==> config.mk <==
export PLATFORM = sky130hd
export DESIGN_NAME = adcf_result_chsel
export DESIGN_NICKNAME = d
export VERILOG_FILES = /design/src/rtl/adcf_pkg.sv /design/src/rtl/adcf_result_chsel.sv
export SDC_FILE = /design/constraint.sdc
export NUM_CORES = 1
export LEC_CHECK = 0
export BUFFER_PORTS_ARGS = -buffer_cell sky130_fd_sc_hd__buf_2
export CORE_UTILIZATION = 49
export CTS_CLUSTER_DIAMETER = 30
export DETAILED_ROUTE_END_ITERATION = 8
export PLACE_DENSITY = 0.71
export SETUP_SLACK_MARGIN = 0.3
export SYNTH_ARGS = -nofsm -noshare
export SYNTH_HDL_FRONTEND = slang
export SYNTH_SLANG_ARGS = --single-unit
==> constraint.sdc <==
create_clock -name clk_sys -period 14.7 [get_ports clk_sys]
set_clock_uncertainty 0.2 [all_clocks]
set_input_delay 0.735 -clock clk_sys [delete_from_list [all_inputs] [get_ports clk_sys]]
set_output_delay 0.735 -clock clk_sys [all_outputs]
set_load 0.05 [all_outputs]
==> src/rtl/adcf_pkg.sv <==
// Package: register map, field layout and timing constants of the converter
package adcf_pkg;
   localparam int unsigned CLK_HZ = 50_000_000;
   localparam logic [7:0] OFF_CTRL = 8'h00;
   localparam logic [7:0] OFF_POSSEL = 8'h04;
   localparam logic [7:0] OFF_NEGSEL = 8'h08;
   localparam logic [7:0] OFF_COMMAND = 8'h0C;
   localparam logic [7:0] OFF_INIT_DELAY = 8'h10;
   localparam logic [7:0] OFF_SAMPLE_LENGTH = 8'h14;
   localparam logic [7:0] OFF_RESULT = 8'h18;
   localparam logic [7:0] OFF_STATUS = 8'h1C;
   localparam int CTRL_DIFF_BIT = 0;
   localparam int CTRL_LEFT_BIT = 1;
   localparam int CTRL_ACC_LSB = 2;
   localparam int CMD_START_BIT = 0;
   localparam int STAT_BUSY_BIT = 0;
   localparam int STAT_TEMPOK_BIT = 1;
   localparam logic [4:0] RST_CTRL = 5'h00;
   localparam logic [7:0] RST_SEL = 8'h00;
   localparam logic [15:0] RST_DLY = 16'h0000;
   localparam logic [15:0] RST_RESULT = 16'h0000;
   // Sampling always lasts this many cycles beyond sample_length
   localparam logic [16:0] SAMP_BASE = 17'h00002;
   localparam logic [16:0] CONV_CYCLES = 17'h0000D;
   localparam logic [2:0] ACC_TRUNC_FROM = 3'h4;
   localparam logic [4:0] CODE_BITS = 5'h0C;
   // Arbitrary code for the on-chip temperature sensor input
   localparam logic [7:0] TEMP_SENSOR_SEL = 8'h42;
   localparam int unsigned TEMP_INIT_US = 25;
   localparam int unsigned TEMP_SAMP_US = 28;
   localparam int unsigned TEMP_INIT_CYC = (TEMP_INIT_US * CLK_HZ + 999_999)
      / 1_000_000;
   localparam int unsigned TEMP_SAMP_CYC = (TEMP_SAMP_US * CLK_HZ + 999_999)
      / 1_000_000;
   localparam logic [1:0] RESP_OKAY = 2'h0;
   localparam logic [1:0] RESP_SLVERR = 2'h2;

   typedef struct packed {
      logic [2:0] accumulateCount;
      logic leftAdjust;
      logic diffMode;
   } adcf_ctrl_s;

   typedef struct packed {
      logic [7:0] pos;
      logic [7:0] neg;
   } adcf_sel_s;

   typedef enum logic [1:0] {
      ST_IDLE = 2'b00,
      ST_INIT = 2'b01,
      ST_SAMPLE = 2'b10,
      ST_CONV = 2'b11
   } adcf_state_e;
endpackage : adcf_pkg

==> src/rtl/adcf_result_chsel.sv <==
// Converter control: channel selection buffering, sequencing, result format
// Function
// - Single-ended uses positive input only; differential uses both.
// - Written channel selections go through a holding register first.
// - While idle the active selection follows the holding register.
// - Once a conversion starts, the active selection stays frozen.
// - Copying resumes in the final converter cycle before completion.
// - Conversion begins on the first clock edge after start is written.
// - Differential right-adjusted single result is sign extended to 16 bits.
// - Over 16 accumulated samples, low bits are dropped to fit 16 bits.
// - Results right-adjusted by default; left_adjust moves MSBs to top for up to 16 samples.
// - Start command sets on trigger and clears when conversion completes.
`timescale 1ns/10ps
`default_nettype none
module adcf_result_chsel
   import adcf_pkg::*;
#(
   parameter int DLY_W = 16
) (
   input wire logic clk_sys,
   input wire logic rst,
   input wire logic [7:0] s_axi_awaddr,
   input wire logic s_axi_awvalid,
   output logic s_axi_awready,
   input wire logic [31:0] s_axi_wdata,
   input wire logic [3:0] s_axi_wstrb,
   input wire logic s_axi_wvalid,
   output logic s_axi_wready,
   output logic [1:0] s_axi_bresp,
   output logic s_axi_bvalid,
   input wire logic s_axi_bready,
   input wire logic [7:0] s_axi_araddr,
   input wire logic s_axi_arvalid,
   output logic s_axi_arready,
   output logic [31:0] s_axi_rdata,
   output logic [1:0] s_axi_rresp,
   output logic s_axi_rvalid,
   input wire logic s_axi_rready,
   input wire logic [11:0] rawCode,
   output logic [7:0] activePosSel,
   output logic [7:0] activeNegSel,
   output logic negInputEnable,
   output logic tempSensorSel,
   output logic sampling
);
   adcf_ctrl_s ctrl_reg;
   adcf_sel_s hold_reg, active_reg;
   adcf_state_e state_reg;
   logic [DLY_W-1:0] init_delay_reg, sample_length_reg;
   logic [15:0] result_reg, formatted;
   logic [16:0] cnt_reg;
   logic [6:0] sampIdx_reg;
   logic signed [19:0] acc_reg, codeExt, sumNext;
   logic [7:0] awAddr_reg;
   logic [31:0] wData_reg, rData_reg;
   logic [3:0] wStrb_reg;
   logic [1:0] bResp_reg, rResp_reg;
   logic awFull_reg, wFull_reg, bValid_reg, rValid_reg, startCmd_reg;
   logic doWrite, lastSample, sampleDone, convDone, lastCycle, tempTimingOk;

   // Bus: address and data are taken independently, answered once both held
   assign s_axi_awready = !awFull_reg && !bValid_reg;
   assign s_axi_wready = !wFull_reg && !bValid_reg;
   assign s_axi_bvalid = bValid_reg;
   assign s_axi_bresp = bResp_reg;
   assign s_axi_arready = !rValid_reg;
   assign s_axi_rvalid = rValid_reg;
   assign s_axi_rdata = rData_reg;
   assign s_axi_rresp = rResp_reg;
   assign doWrite = awFull_reg && wFull_reg && !bValid_reg;

   always_ff @(posedge clk_sys or posedge rst) begin
      if (rst) begin
         awFull_reg <= 1'b0;
         awAddr_reg <= 8'h00;
      end else if (s_axi_awvalid && s_axi_awready) begin
         awFull_reg <= 1'b1;
         awAddr_reg <= s_axi_awaddr;
      end else if (doWrite) begin
         awFull_reg <= 1'b0;
      end
   end

   always_ff @(posedge clk_sys or posedge rst) begin
      if (rst) begin
         wFull_reg <= 1'b0;
         wData_reg <= 32'h00000000;
         wStrb_reg <= 4'h0;
      end else if (s_axi_wvalid && s_axi_wready) begin
         wFull_reg <= 1'b1;
         wData_reg <= s_axi_wdata;
         wStrb_reg <= s_axi_wstrb;
      end else if (doWrite) begin
         wFull_reg <= 1'b0;
      end
   end

   always_ff @(posedge clk_sys or posedge rst) begin
      if (rst) begin
         bValid_reg <= 1'b0;
         bResp_reg <= RESP_OKAY;
      end else if (doWrite) begin
         bValid_reg <= 1'b1;
         bResp_reg <= (awAddr_reg[7:5] == 3'h0 && awAddr_reg[1:0] == 2'h0)
            ? RESP_OKAY : RESP_SLVERR;
      end else if (s_axi_bready) begin
         bValid_reg <= 1'b0;
      end
   end

   // Configuration registers; a byte lane only lands where its strobe is set
   always_ff @(posedge clk_sys or posedge rst) begin
      if (rst) begin
         ctrl_reg <= RST_CTRL;
         init_delay_reg <= RST_DLY;
         sample_length_reg <= RST_DLY;
      end else if (doWrite) begin
         if (awAddr_reg == OFF_CTRL && wStrb_reg[0])
            ctrl_reg <= wData_reg[4:0];
         if (awAddr_reg == OFF_INIT_DELAY) begin
            if (wStrb_reg[0]) init_delay_reg[7:0] <= wData_reg[7:0];
            if (wStrb_reg[1]) init_delay_reg[15:8] <= wData_reg[15:8];
         end
         if (awAddr_reg == OFF_SAMPLE_LENGTH) begin
            if (wStrb_reg[0]) sample_length_reg[7:0] <= wData_reg[7:0];
            if (wStrb_reg[1]) sample_length_reg[15:8] <= wData_reg[15:8];
         end
      end
   end

   // Writes with byte lane 0 strobed always land here, whatever the converter is doing
   always_ff @(posedge clk_sys or posedge rst) begin
      if (rst) begin
         hold_reg <= {RST_SEL, RST_SEL};
      end else if (doWrite && wStrb_reg[0]) begin
         if (awAddr_reg == OFF_POSSEL) hold_reg.pos <= wData_reg[7:0];
         if (awAddr_reg == OFF_NEGSEL) hold_reg.neg <= wData_reg[7:0];
      end
   end

   // Copy only when idle or in the final cycle, so sampling sees a stable mux
   always_ff @(posedge clk_sys or posedge rst) begin
      if (rst) begin
         active_reg <= {RST_SEL, RST_SEL};
      end else if (state_reg == ST_IDLE || lastCycle) begin
         active_reg <= hold_reg;
      end
   end

   // Start sets on a written one; a new set beats completion's clear
   always_ff @(posedge clk_sys or posedge rst) begin
      if (rst) begin
         startCmd_reg <= 1'b0;
      end else if (doWrite && awAddr_reg == OFF_COMMAND && wStrb_reg[0]
            && wData_reg[CMD_START_BIT]) begin
         startCmd_reg <= 1'b1;
      end else if (convDone) begin
         startCmd_reg <= 1'b0;
      end
   end

   assign lastSample = sampIdx_reg == 7'((8'h01 << ctrl_reg.accumulateCount)
      - 8'h01);
   assign sampleDone = state_reg == ST_CONV && cnt_reg == 17'h00000;
   assign convDone = sampleDone && lastSample;
   assign lastCycle = convDone;

   always_ff @(posedge clk_sys or posedge rst) begin
      if (rst) begin
         state_reg <= ST_IDLE;
         cnt_reg <= 17'h00000;
         sampIdx_reg <= 7'h00;
      end else begin
         unique case (state_reg)
            ST_IDLE: begin
               sampIdx_reg <= 7'h00;
               if (startCmd_reg) begin
                  if (init_delay_reg != RST_DLY) begin
                     state_reg <= ST_INIT;
                     cnt_reg <= 17'(init_delay_reg) - 17'h00001;
                  end else begin
                     state_reg <= ST_SAMPLE;
                     cnt_reg <= SAMP_BASE + 17'(sample_length_reg) - 17'h00001;
                  end
               end
            end
            ST_INIT: begin
               if (cnt_reg == 17'h00000) begin
                  state_reg <= ST_SAMPLE;
                  cnt_reg <= SAMP_BASE + 17'(sample_length_reg) - 17'h00001;
               end else begin
                  cnt_reg <= cnt_reg - 17'h00001;
               end
            end
            ST_SAMPLE: begin
               if (cnt_reg == 17'h00000) begin
                  state_reg <= ST_CONV;
                  cnt_reg <= CONV_CYCLES - 17'h00001;
               end else begin
                  cnt_reg <= cnt_reg - 17'h00001;
               end
            end
            ST_CONV: begin
               if (convDone) begin
                  state_reg <= ST_IDLE;
               end else if (sampleDone) begin
                  state_reg <= ST_SAMPLE;
                  sampIdx_reg <= sampIdx_reg + 7'h01;
                  cnt_reg <= SAMP_BASE + 17'(sample_length_reg) - 17'h00001;
               end else begin
                  cnt_reg <= cnt_reg - 17'h00001;
               end
            end
         endcase
      end
   end

   // Differential codes are two's complement, single-ended ones unsigned
   assign codeExt = ctrl_reg.diffMode ? 20'(signed'(rawCode))
      : 20'({8'h00, rawCode});
   assign sumNext = (sampIdx_reg == 7'h00) ? codeExt : acc_reg + codeExt;

   // The sum is already sign or zero extended, so right adjust is a slice
   always_comb begin
      formatted = sumNext[15:0];
      if (ctrl_reg.accumulateCount > ACC_TRUNC_FROM) begin
         formatted = 16'(sumNext >>> (ctrl_reg.accumulateCount
            - ACC_TRUNC_FROM));
      end else if (ctrl_reg.leftAdjust) begin
         formatted = 16'(sumNext <<< (5'h10 - CODE_BITS
            - 5'(ctrl_reg.accumulateCount)));
      end
   end

   always_ff @(posedge clk_sys or posedge rst) begin
      if (rst) begin
         acc_reg <= 20'sh00000;
         result_reg <= RST_RESULT;
      end else if (sampleDone) begin
         acc_reg <= sumNext;
         if (lastSample) result_reg <= formatted;
      end
   end

   // Shows software whether the sensor timing it set is long enough
   assign tempTimingOk = active_reg.pos == TEMP_SENSOR_SEL
      && 32'(init_delay_reg) >= TEMP_INIT_CYC
      && 32'(sample_length_reg) >= TEMP_SAMP_CYC;

   always_ff @(posedge clk_sys or posedge rst) begin
      if (rst) begin
         rValid_reg <= 1'b0;
         rData_reg <= 32'h00000000;
         rResp_reg <= RESP_OKAY;
      end else if (s_axi_arvalid && s_axi_arready) begin
         rValid_reg <= 1'b1;
         rResp_reg <= RESP_OKAY;
         rData_reg <= 32'h00000000;
         unique case (s_axi_araddr)
            OFF_CTRL: rData_reg <= 32'(ctrl_reg);
            OFF_POSSEL: rData_reg <= 32'(hold_reg.pos);
            OFF_NEGSEL: rData_reg <= 32'(hold_reg.neg);
            OFF_COMMAND: rData_reg <= 32'(startCmd_reg);
            OFF_INIT_DELAY: rData_reg <= 32'(init_delay_reg);
            OFF_SAMPLE_LENGTH: rData_reg <= 32'(sample_length_reg);
            OFF_RESULT: rData_reg <= 32'(result_reg);
            OFF_STATUS: rData_reg <= 32'({tempTimingOk,
               state_reg != ST_IDLE});
            default: rResp_reg <= RESP_SLVERR;
         endcase
      end else if (s_axi_rready) begin
         rValid_reg <= 1'b0;
      end
   end

   assign activePosSel = active_reg.pos;
   assign activeNegSel = active_reg.neg;
   assign negInputEnable = ctrl_reg.diffMode;
   assign tempSensorSel = active_reg.pos == TEMP_SENSOR_SEL;
   assign sampling = state_reg == ST_SAMPLE;
endmodule : adcf_result_chsel
`default_nettype wire

### Yosys cells after proc, flatten, opt, wreduce, memory -nomap -nowiden

Index checks and enable logic that the tools add are counted.

* flip-flop bits (word level): 198
* bits of input ports: 71
* output and inout bits: 60
* word-level logic and storage cells: 147

* add/subtract/negate cells: 9
* order comparisons: 3
* equality and inequality tests: 23
* shift-type cells: 3
* mux-type cells: 33
* reduce and logical (&&, ||, !) cells: 49

Operator list (number)
* case mux 16 bit (8 select lines): 1
* two-way mux 17 bit: 6
* case mux 17 bit (4 select lines): 1
* == test 8 x 5 -> 1 bit, second input constant: 6
* two-way mux 20 bit: 2
* subtractor 17 x 1 -> 17 bit, second input constant: 2
* == test 8 x 4 -> 1 bit, second input constant: 4
* >= comparator 16 x 11 -> 1 bit, second input constant: 2
* two-way mux 16 bit: 2
* adder 20 bit: 1
* <<< shifter 20 x 5 -> 16 bit: 1
* >>> shifter 20 x 3 -> 16 bit: 1
* adder 2 x 16 -> 17 bit, first input constant: 1
* logical AND 1 bit: 17
* logical NOT 17 bit: 1
* subtractor 16 x 1 -> 17 bit, second input constant: 1
* == test 8 x 3 -> 1 bit, second input constant: 2
* logical NOT 8 bit: 2
* two-way mux 2 bit: 8
* nonzero test 16 bit: 1
* AND reduction 3 bit: 5
* two-way mux 7 bit: 2
* case mux 7 bit (2 select lines): 1
* nonzero test 2 bit: 7
* 23 further kinds: 43

### Longest topological paths before layout

Gate-level depths: netlist of the first run.

* depth in word-level cells: 6
* gate-level depth with buffers: 19
* depth with buffers taken out: 14

### Least setup slack after synthesis of the first run

OpenSTA, ideal clock, no wires.

* kind: flip-flop to flip-flop
* start point: register ctrl_reg[2] (netlist bit)
* end point: register cnt_reg[2]
* library setup time: 76 ps
* arrival: 4215 ps
* required time: 14424 ps
* setup slack: 10209 ps
* stages on the path, launching flop included: 20
* buffers on the path: 6
* period minus slack after synthesis: 4491 ps
* path through: dfrtp_1 clkbuf_1 inv_1 clkbuf_1 clkbuf_1 clkbuf_1 ha_1 ha_1 inv_1 ha_1 xnor2_1 a211oi_1 o211ai_1 or4_1 clkbuf_1 or2_1 o21ai_1 buf_2 o21ai_0 o21ai_1

* word-level cells in the longest chain between the ends: 6

RTL lines
* start, declared: line adcf_result_chsel.sv:46 `adcf_ctrl_s ctrl_reg;`
* start signal, assigned: line adcf_result_chsel.sv:119 `ctrl_reg <= wData_reg[4:0];`
* left shift 1 x 3 -> 7 bit: line adcf_result_chsel.sv:162 `assign lastSample = sampIdx_reg == 7'((8'h01 << ctrl_reg.accumulateCount)`
* subtractor 7 x 1 -> 7 bit: line adcf_result_chsel.sv:163 `- 8'h01);`
* == test 7 bit: line adcf_result_chsel.sv:162
* logical AND 1 bit: line adcf_result_chsel.sv:165 `assign convDone = sampleDone && lastSample;`
* inequality test 2 bit (no line)
* AND reduction 2 bit (no line)
* end signal, assigned: line adcf_result_chsel.sv:180 `cnt_reg <= 17'(init_delay_reg) - 17'h00001;`
* end signal, assigned: line adcf_result_chsel.sv:183 `cnt_reg <= SAMP_BASE + 17'(sample_length_reg) - 17'h00001;`
* end signal, assigned: line adcf_result_chsel.sv:190 `cnt_reg <= SAMP_BASE + 17'(sample_length_reg) - 17'h00001;`
* end, declared: line adcf_result_chsel.sv:51 `logic [16:0] cnt_reg;`

Every way passes these cells.
A chain may end at the register's enable or synchronous reset.

### Final worst setup path of the first run

* start point: register ctrl_reg[2] (netlist bit)
* end point: register result_reg[0]

* word-level cells in the longest chain between the ends: 4
* elaborated cells on any way between the ends: 11
* classes of those cells: 3 x add/sub; 1 x order compare; 1 x eq/ne; 3 x shift; 2 x mux; 1 x reduce/logical

RTL lines
* subtractor 3 x 3 -> 4 bit or left shift 1 x 3 -> 7 bit (tied branches): line adcf_result_chsel.sv:231, adcf_result_chsel.sv:162
* <<< shifter 20 x 5 -> 16 bit or subtractor 7 x 1 -> 7 bit (tied branches): line adcf_result_chsel.sv:230, adcf_result_chsel.sv:163
* two-way mux 16 bit or == test 7 bit (tied branches): line adcf_result_chsel.sv:229, adcf_result_chsel.sv:162
* two-way mux 16 bit or AND reduction 2 bit (tied branches)
* end signal, assigned: line adcf_result_chsel.sv:241 `if (lastSample) result_reg <= formatted;`
* end, declared: line adcf_result_chsel.sv:50 `logic [15:0] result_reg, formatted;`

Several ways; a longest one is shown, not always the timed one.

==> results.cfg, run 1 <==
[outcome]
outcome = complete, no violations

[power_and_ir_drop]
irDropWorstVdd_uv = 100
pwr-share-clk = 0.213
switching_share = 0.452
power.share.combinational = 0.459
power.density_nw_per_um2 = 172
p_int_mw = 1.26
power.share.sequential = 0.328
finalPower_mw = 2.30
p_sw_mw = 1.04
p_leak_nw = 6.05

[synthesis]
synth_area_leaders = dfrtp_1, mux2_2, nand2_1
synth_top_family_by_area = compound AO/OA/AOI/OAI gates
synth_fa_ha_area_frac = 0.0314
synth_edf_count = 0
synth_cell_types = 92
ys_seq_elements = 180
synth_xor_area_frac = 0.0438
synth_top_area_frac = 0.369
async_flop_share = 1.00
synth_compound_area_frac = 0.186
syn_inst = 1331
yosys.area_share.simple = 0.167
synth_area_leader_cell = dfrtp_1
yosysWarnings = 0
ys_seq_area_frac = 0.369
synth_area_per_cell_sq_um = 9.16
ys.flop_type = dfrtp_1
muxShareOfSynthArea = 0.153
synth_area_sq_um = 12200

[worst_setup_path]
reg2reg_from = ctrl_reg[2]$_DFFE_PP0P_
r2r_setup_slack_ns = 10.06
reg2reg_to = result_reg[0]$_DFFE_PP0P_
crit_path_max_fanout = 44
r2r_cells = 14
end_kind = flip-flop
startpoint_type = flip-flop
required_ns = 14.83
worst-setup-path-type = flip-flop to flip-flop
worstPathArrival_ns = 4.77

[sta]
final_hold_viol_count = 0
setup_tns_ns = 0
fin_crit_sh = 0.316
max_slew.worst_pin.slew_ns = 1.12
maxSlewViolCount = 0
min_period_ns = 4.64
rsz0062_at_grt = false
setup_viol = 0
timing.fmax_ghz = 0.215
slew_headroom = 0.256

[finish]
post-route-util = 0.548
areaGrowthSynthToFinish_pct = 9.70
fin_cells = 1707
nNetsFinal = 1471
most-common-layout-cells = dfrtp_1, nand2_1, nor2_1
drive_above_1_share = 0.195
final_common_cell = dfrtp_1
largest_reg_flops = 20
diodes = 0

[global_route]
overflow = 0
grt_max_degree = 100
track_usage = 0.257
first_global_vias = 10009
grtUsageMet1 = 0.365
grt-busiest-layer = met2
antenna_found_initial = 0
met2_usage = 0.398
use_met3 = 0.0405
grt_pass1_wl_mm = 52.9

[hold_path]
hold_start = s_axi_bready
min_path_cells = 2
hold_class = input port to flip-flop
worstHoldEndpoint = s_axi_bvalid$_DFFE_PP0P_

[drt]
drc = 0
first_pass_iters = 5
ant_nets = 0
via_count = 10555
viasPerCell = 6.18
avgRoutedWirePerCell_microns = 19.0
drt_iter0_drc = 1080
wirelength_mm = 32.4

[place]
port_buffers = 94
hpwl_mm = 23.1
place_inst = 1675
gp_congestion = 0.907

[die]
io_pins = 131
die_w_microns = 160
die_area_sq_um = 25500
start_util = 0.500
core_area_sq_um = 24400
row_count = 57
die_height_microns = 160

[clocking]
clock_sinks = 180
cts_buffers = 17
clockRootBuffer = clkbuf_16
cts_tree = done
clock_insertion_delay_worst_skew_ns = 0.45
path_clk_slew_ns = 0.09
post-cts-setup-buffer-count = 0
cts_max_level = 4
post_cts_resized = 0
clk_path_buf_depth = 2
cts-hold-fix-buffers = 0

[job]
drv_cap = 0
[worst max-delay path by stage]
stage	start	endpoint	slack (ns)	depth (start not counted)
floorplan	rst	acc_reg[0]$_DFFE_PP0P_	8.88	1
global placement	ctrl_reg[2]$_DFFE_PP0P_	result_reg[0]$_DFFE_PP0P_	10.17	14
detailed placement	ctrl_reg[2]$_DFFE_PP0P_	result_reg[0]$_DFFE_PP0P_	10.11	14
CTS	ctrl_reg[2]$_DFFE_PP0P_	result_reg[0]$_DFFE_PP0P_	10.05	14
global route	ctrl_reg[2]$_DFFE_PP0P_	result_reg[0]$_DFFE_PP0P_	9.70	14
finish	ctrl_reg[2]$_DFFE_PP0P_	result_reg[0]$_DFFE_PP0P_	10.06	14
[cells in the mapped netlist (29+ instances only)]
cell type and number:
a21oi_1 85, clkbuf_1 61, dfrtp_1 180, ha_1 29
mux2_2 97, mux2i_1 47, nand2_1 137, nand3_1 33
nor2_1 101, nor3_1 30, o21ai_0 87, xnor2_1 33
[cell type report]
class	count	area (sq um)
multi-input combinational	1038	7170
clock buffer	17	425
tap	324	405
inverter	28	110
timing repair buffer	105	553
sequential	180	4500
clock inverter	15	209
fill	2227	11000
[cell families (layout without fill, tap and decap cells)]
| family | after synthesis | after routing |
|---|---|---|
| compound gates | 347 | 347 |
| buf+inv | 130 | 165 |
| xor+xnor | 61 | 61 |
| simple gates | 419 | 419 |
| fa+ha+maj | 30 | 30 |
| mux | 163 | 163 |
| other cells | 1 | 18 |
| flops | 180 | 180 |
[power groups by stage]
stage	Sequential (mW)	Clock, mW	Combinational [mW]
2_1_floorplan	0.728	0	0.820
3_3_place_gp	0.756	0	1.02
3_5_place_dp	0.763	0	1.03
4_1_cts	0.753	0.497	1.04
5_1_grt	0.774	0.514	1.16
6_report	0.756	0.491	1.06
[per-stage QoR]
step / instance area, sq um / setup WS (ns) / hold slack [ns]
6_report: 13400 / 10.06 / 0.246
5_1_grt: 13400 / 9.70 / 0.255
2_1_floorplan: 12300 / 8.88 / 0.238
4_1_cts: 13400 / 10.05 / 0.239
3_3_place_gp: 12700 / 10.17 / 0.261
3_5_place_dp: 12700 / 10.11 / 0.266
[metal layers]
layer,up-vias,routed length [microns]
li1,4924,-
met1,5191,14800
met2,381,14900
met3,59,1880
met4,0,804
met5,-,0
[worst max-delay path: stages, from the launching register on]
cell,delay (ns)
dfrtp_1,0.36
buf_4,0.27
inv_1,0.10
buf_4,0.33
ha_1,0.32
ha_1,0.26
inv_1,0.08
ha_1,0.31
xnor2_1,0.13
a211oi_1,0.21
o211ai_1,0.11
or4_1,0.58
nor3_2,0.64
o311ai_0,0.39
o21a_1,0.21
(Power assumes the default switching activity.)
==> run 2, diff against run 1 <==
--- a/config.mk
+++ b/config.mk
@@ -9,7 +9,7 @@
 export CORE_UTILIZATION = 49
 export CTS_CLUSTER_DIAMETER = 30
 export DETAILED_ROUTE_END_ITERATION = 8
-export PLACE_DENSITY = 0.71
+export PLACE_DENSITY = 0.74
 export SETUP_SLACK_MARGIN = 0.3
 export SYNTH_ARGS = -nofsm -noshare
 export SYNTH_HDL_FRONTEND = slang
==> constraint.sdc (replaced) <==
create_clock -name clk_sys -period 3.8 [get_ports clk_sys]
set_clock_uncertainty 0.2 [all_clocks]
set_input_delay 0.19 -clock clk_sys [delete_from_list [all_inputs] [get_ports clk_sys]]
set_output_delay 0.19 -clock clk_sys [all_outputs]
set_load 0.05 [all_outputs]
==> results.cfg, run 2 (synthesis results as in run 1) <==
[worst_setup_path]
crit_path_max_fanout = 3
path_common_cell = a21o_1
crit_chain = ha_2, fa_2, a21o_1, a221o_2, o211ai_4, buf_12, nand2_4, mux2_4, o221a_4, mux4_2, nor2_2, a2111oi_2, a21o_1
end_kind = flip-flop
critical_path.max_stage_delay_ns = 0.52
startpoint_type = flip-flop
worstPathArrival_ns = 3.77
required_ns = 3.93
r2r_cells = 13
worst-setup-path-type = flip-flop to flip-flop
cp_slowest_cell = mux4_2

[power_and_ir_drop]
power.density_nw_per_um2 = 662
irDropWorstVdd_uv = 345
finalPower_mw = 9.54
p_leak_nw = 6.53
p_int_mw = 5.29
switching_share = 0.445
p_sw_mw = 4.25
power.share.combinational = 0.491
pwr-share-clk = 0.202
power.share.sequential = 0.307

[die]
core_area_sq_um = 24400
die_area_sq_um = 25500
io_pins = 131
row_count = 57
start_util = 0.500
die_height_microns = 160
die_w_microns = 160

[finish]
diodes = 0
areaGrowthSynthToFinish_pct = 18.2
final_common_cell = dfrtp_1
stdcell_area_sq_um = 14400
drive_above_1_share = 0.247
largest_reg_flops = 20
filler_cell_count = 2080
nNetsFinal = 1555
post-route-util = 0.591
most-common-layout-cells = dfrtp_1, nand2_1, nor2_1

[drt]
viasPerCell = 6.24
first_pass_iters = 6
avgRoutedWirePerCell_microns = 19.8
via_count = 11174
wirelength_mm = 35.4
drt_iter0_drc = 1225
ant_nets = 0
drc = 0

[outcome]
outcome = complete, no violations

[place]
hpwl_mm = 24.6
placed_cell_area_sq_um = 13100
port_buffers = 94
gp_congestion = 0.913

[global_route]
track_usage = 0.279
overflow = 0
grt_pass1_wl_mm = 57.4
antenna_found_initial = 0
grt_max_degree = 74
first_global_vias = 10694

[clocking]
clock_insertion_delay_worst_skew_ns = 0.45
cts_buffers = 17
clockRootBuffer = clkbuf_16
cts_max_level = 4
clock_sinks = 180
path_clk_slew_ns = 0.08
clk_path_buf_depth = 2
cts_tree = done

[hold_path]
hold_class = input port to flip-flop
min_path_cells = 3

[sta]
maxSlewViolCount = 0
rsz0062_at_grt = true
setup_tns_ns = 0
max_slew.worst_pin.slew_ns = 0.936
fin_crit_sh = 0.957
min_period_ns = 3.64
timing.fmax_ghz = 0.275
final_hold_viol_count = 0
slew_headroom = 0.376
setup_viol = 0

[job]
drv_cap = 0
## run 2: path summary, 6_finish.rpt
kind	from	end	slack [ns]
worst max register to register	acc_reg[0]$_DFFE_PP0P_	result_reg[15]$_DFFE_PP0P_	0.16
worst max-delay path	acc_reg[0]$_DFFE_PP0P_	result_reg[15]$_DFFE_PP0P_	0.16
min in group asynchronous	rst	activePosSel[7]$_DFFE_PP0P_	0.19
worst min register to register	s_axi_rdata[5]$_DFFE_PP0P_	s_axi_rdata[5]$_DFFE_PP0P_	0.29
worst min-delay path	rawCode[5]	acc_reg[5]$_DFFE_PP0P_	0.006
max in group asynchronous	rst	ctrl_reg[2]$_DFFE_PP0P_	2.07
## run 2: cell type report
class / instances / area (sq um) / area share
clock buffers: 17 / 425 / 0.0295
clock inverters: 15 / 218 / 0.0151
inverters: 28 / 109 / 0.00755
multi-input cells: 1041 / 7460 / 0.518
flip-flops and latches: 180 / 4510 / 0.313
well taps: 324 / 405 / 0.0281
repair buffers: 186 / 1280 / 0.0891
## run 2: repair_timing
| action | 4_1_cts | 5_1_grt |
|---|---|---|
| setup buffers | 4 | 8 |
| hold endpoints to repair | 63 | 0 |
| hold buffers | 34 | 0 |
| pin swaps | 6 | 8 |
| gates resized for setup | 12 | 34 |
| gates cloned | 2 | 1 |
| setup endpoints to repair | 25 | 55 |
## run 2: per-stage QoR
step / instances / setup slack [ns] / hold slack (ns)
after detailed placement: 1710 / 0.0877 / 0.128
after CTS: 1782 / 0.268 / 0.00209
after global routing: 1791 / 0.0914 / 0.0503
final: 1791 / 0.163 / 0.00592
after floorplan: 1348 / 0.166 / 0.0864
after global placement: 1710 / 0.133 / 0.120
## run 2: power groups by stage
stage / Sequential, mW / Clock (mW) / Combinational, mW
2_1_floorplan: 2.82 / 0 / 3.30
3_3_place_gp: 2.92 / 0 / 4.19
3_5_place_dp: 2.94 / 0 / 4.28
4_1_cts: 2.91 / 1.94 / 4.41
5_1_grt: 2.99 / 2.00 / 5.08
6_report: 2.93 / 1.92 / 4.69
## run 2: routing by layer
metal  vias up  track usage  wire [microns]
li1       5095            -               -
met1      5520        0.391           15800
met2       487        0.442           16500
met3        72       0.0395            2220
met4         0       0.0935             830
met5         -            0               0
## run 2: worst max-delay path, delay by kind of cell (launching register included)
| family | cells | cell delay [ns] |
|---|---|---|
| fa+ha+maj | 2 | 0.53 |
| flops | 1 | 0.39 |
| compound gates | 6 | 1.28 |
| mux | 2 | 0.81 |
| simple gates | 2 | 0.16 |
| buf+inv | 1 | 0.16 |
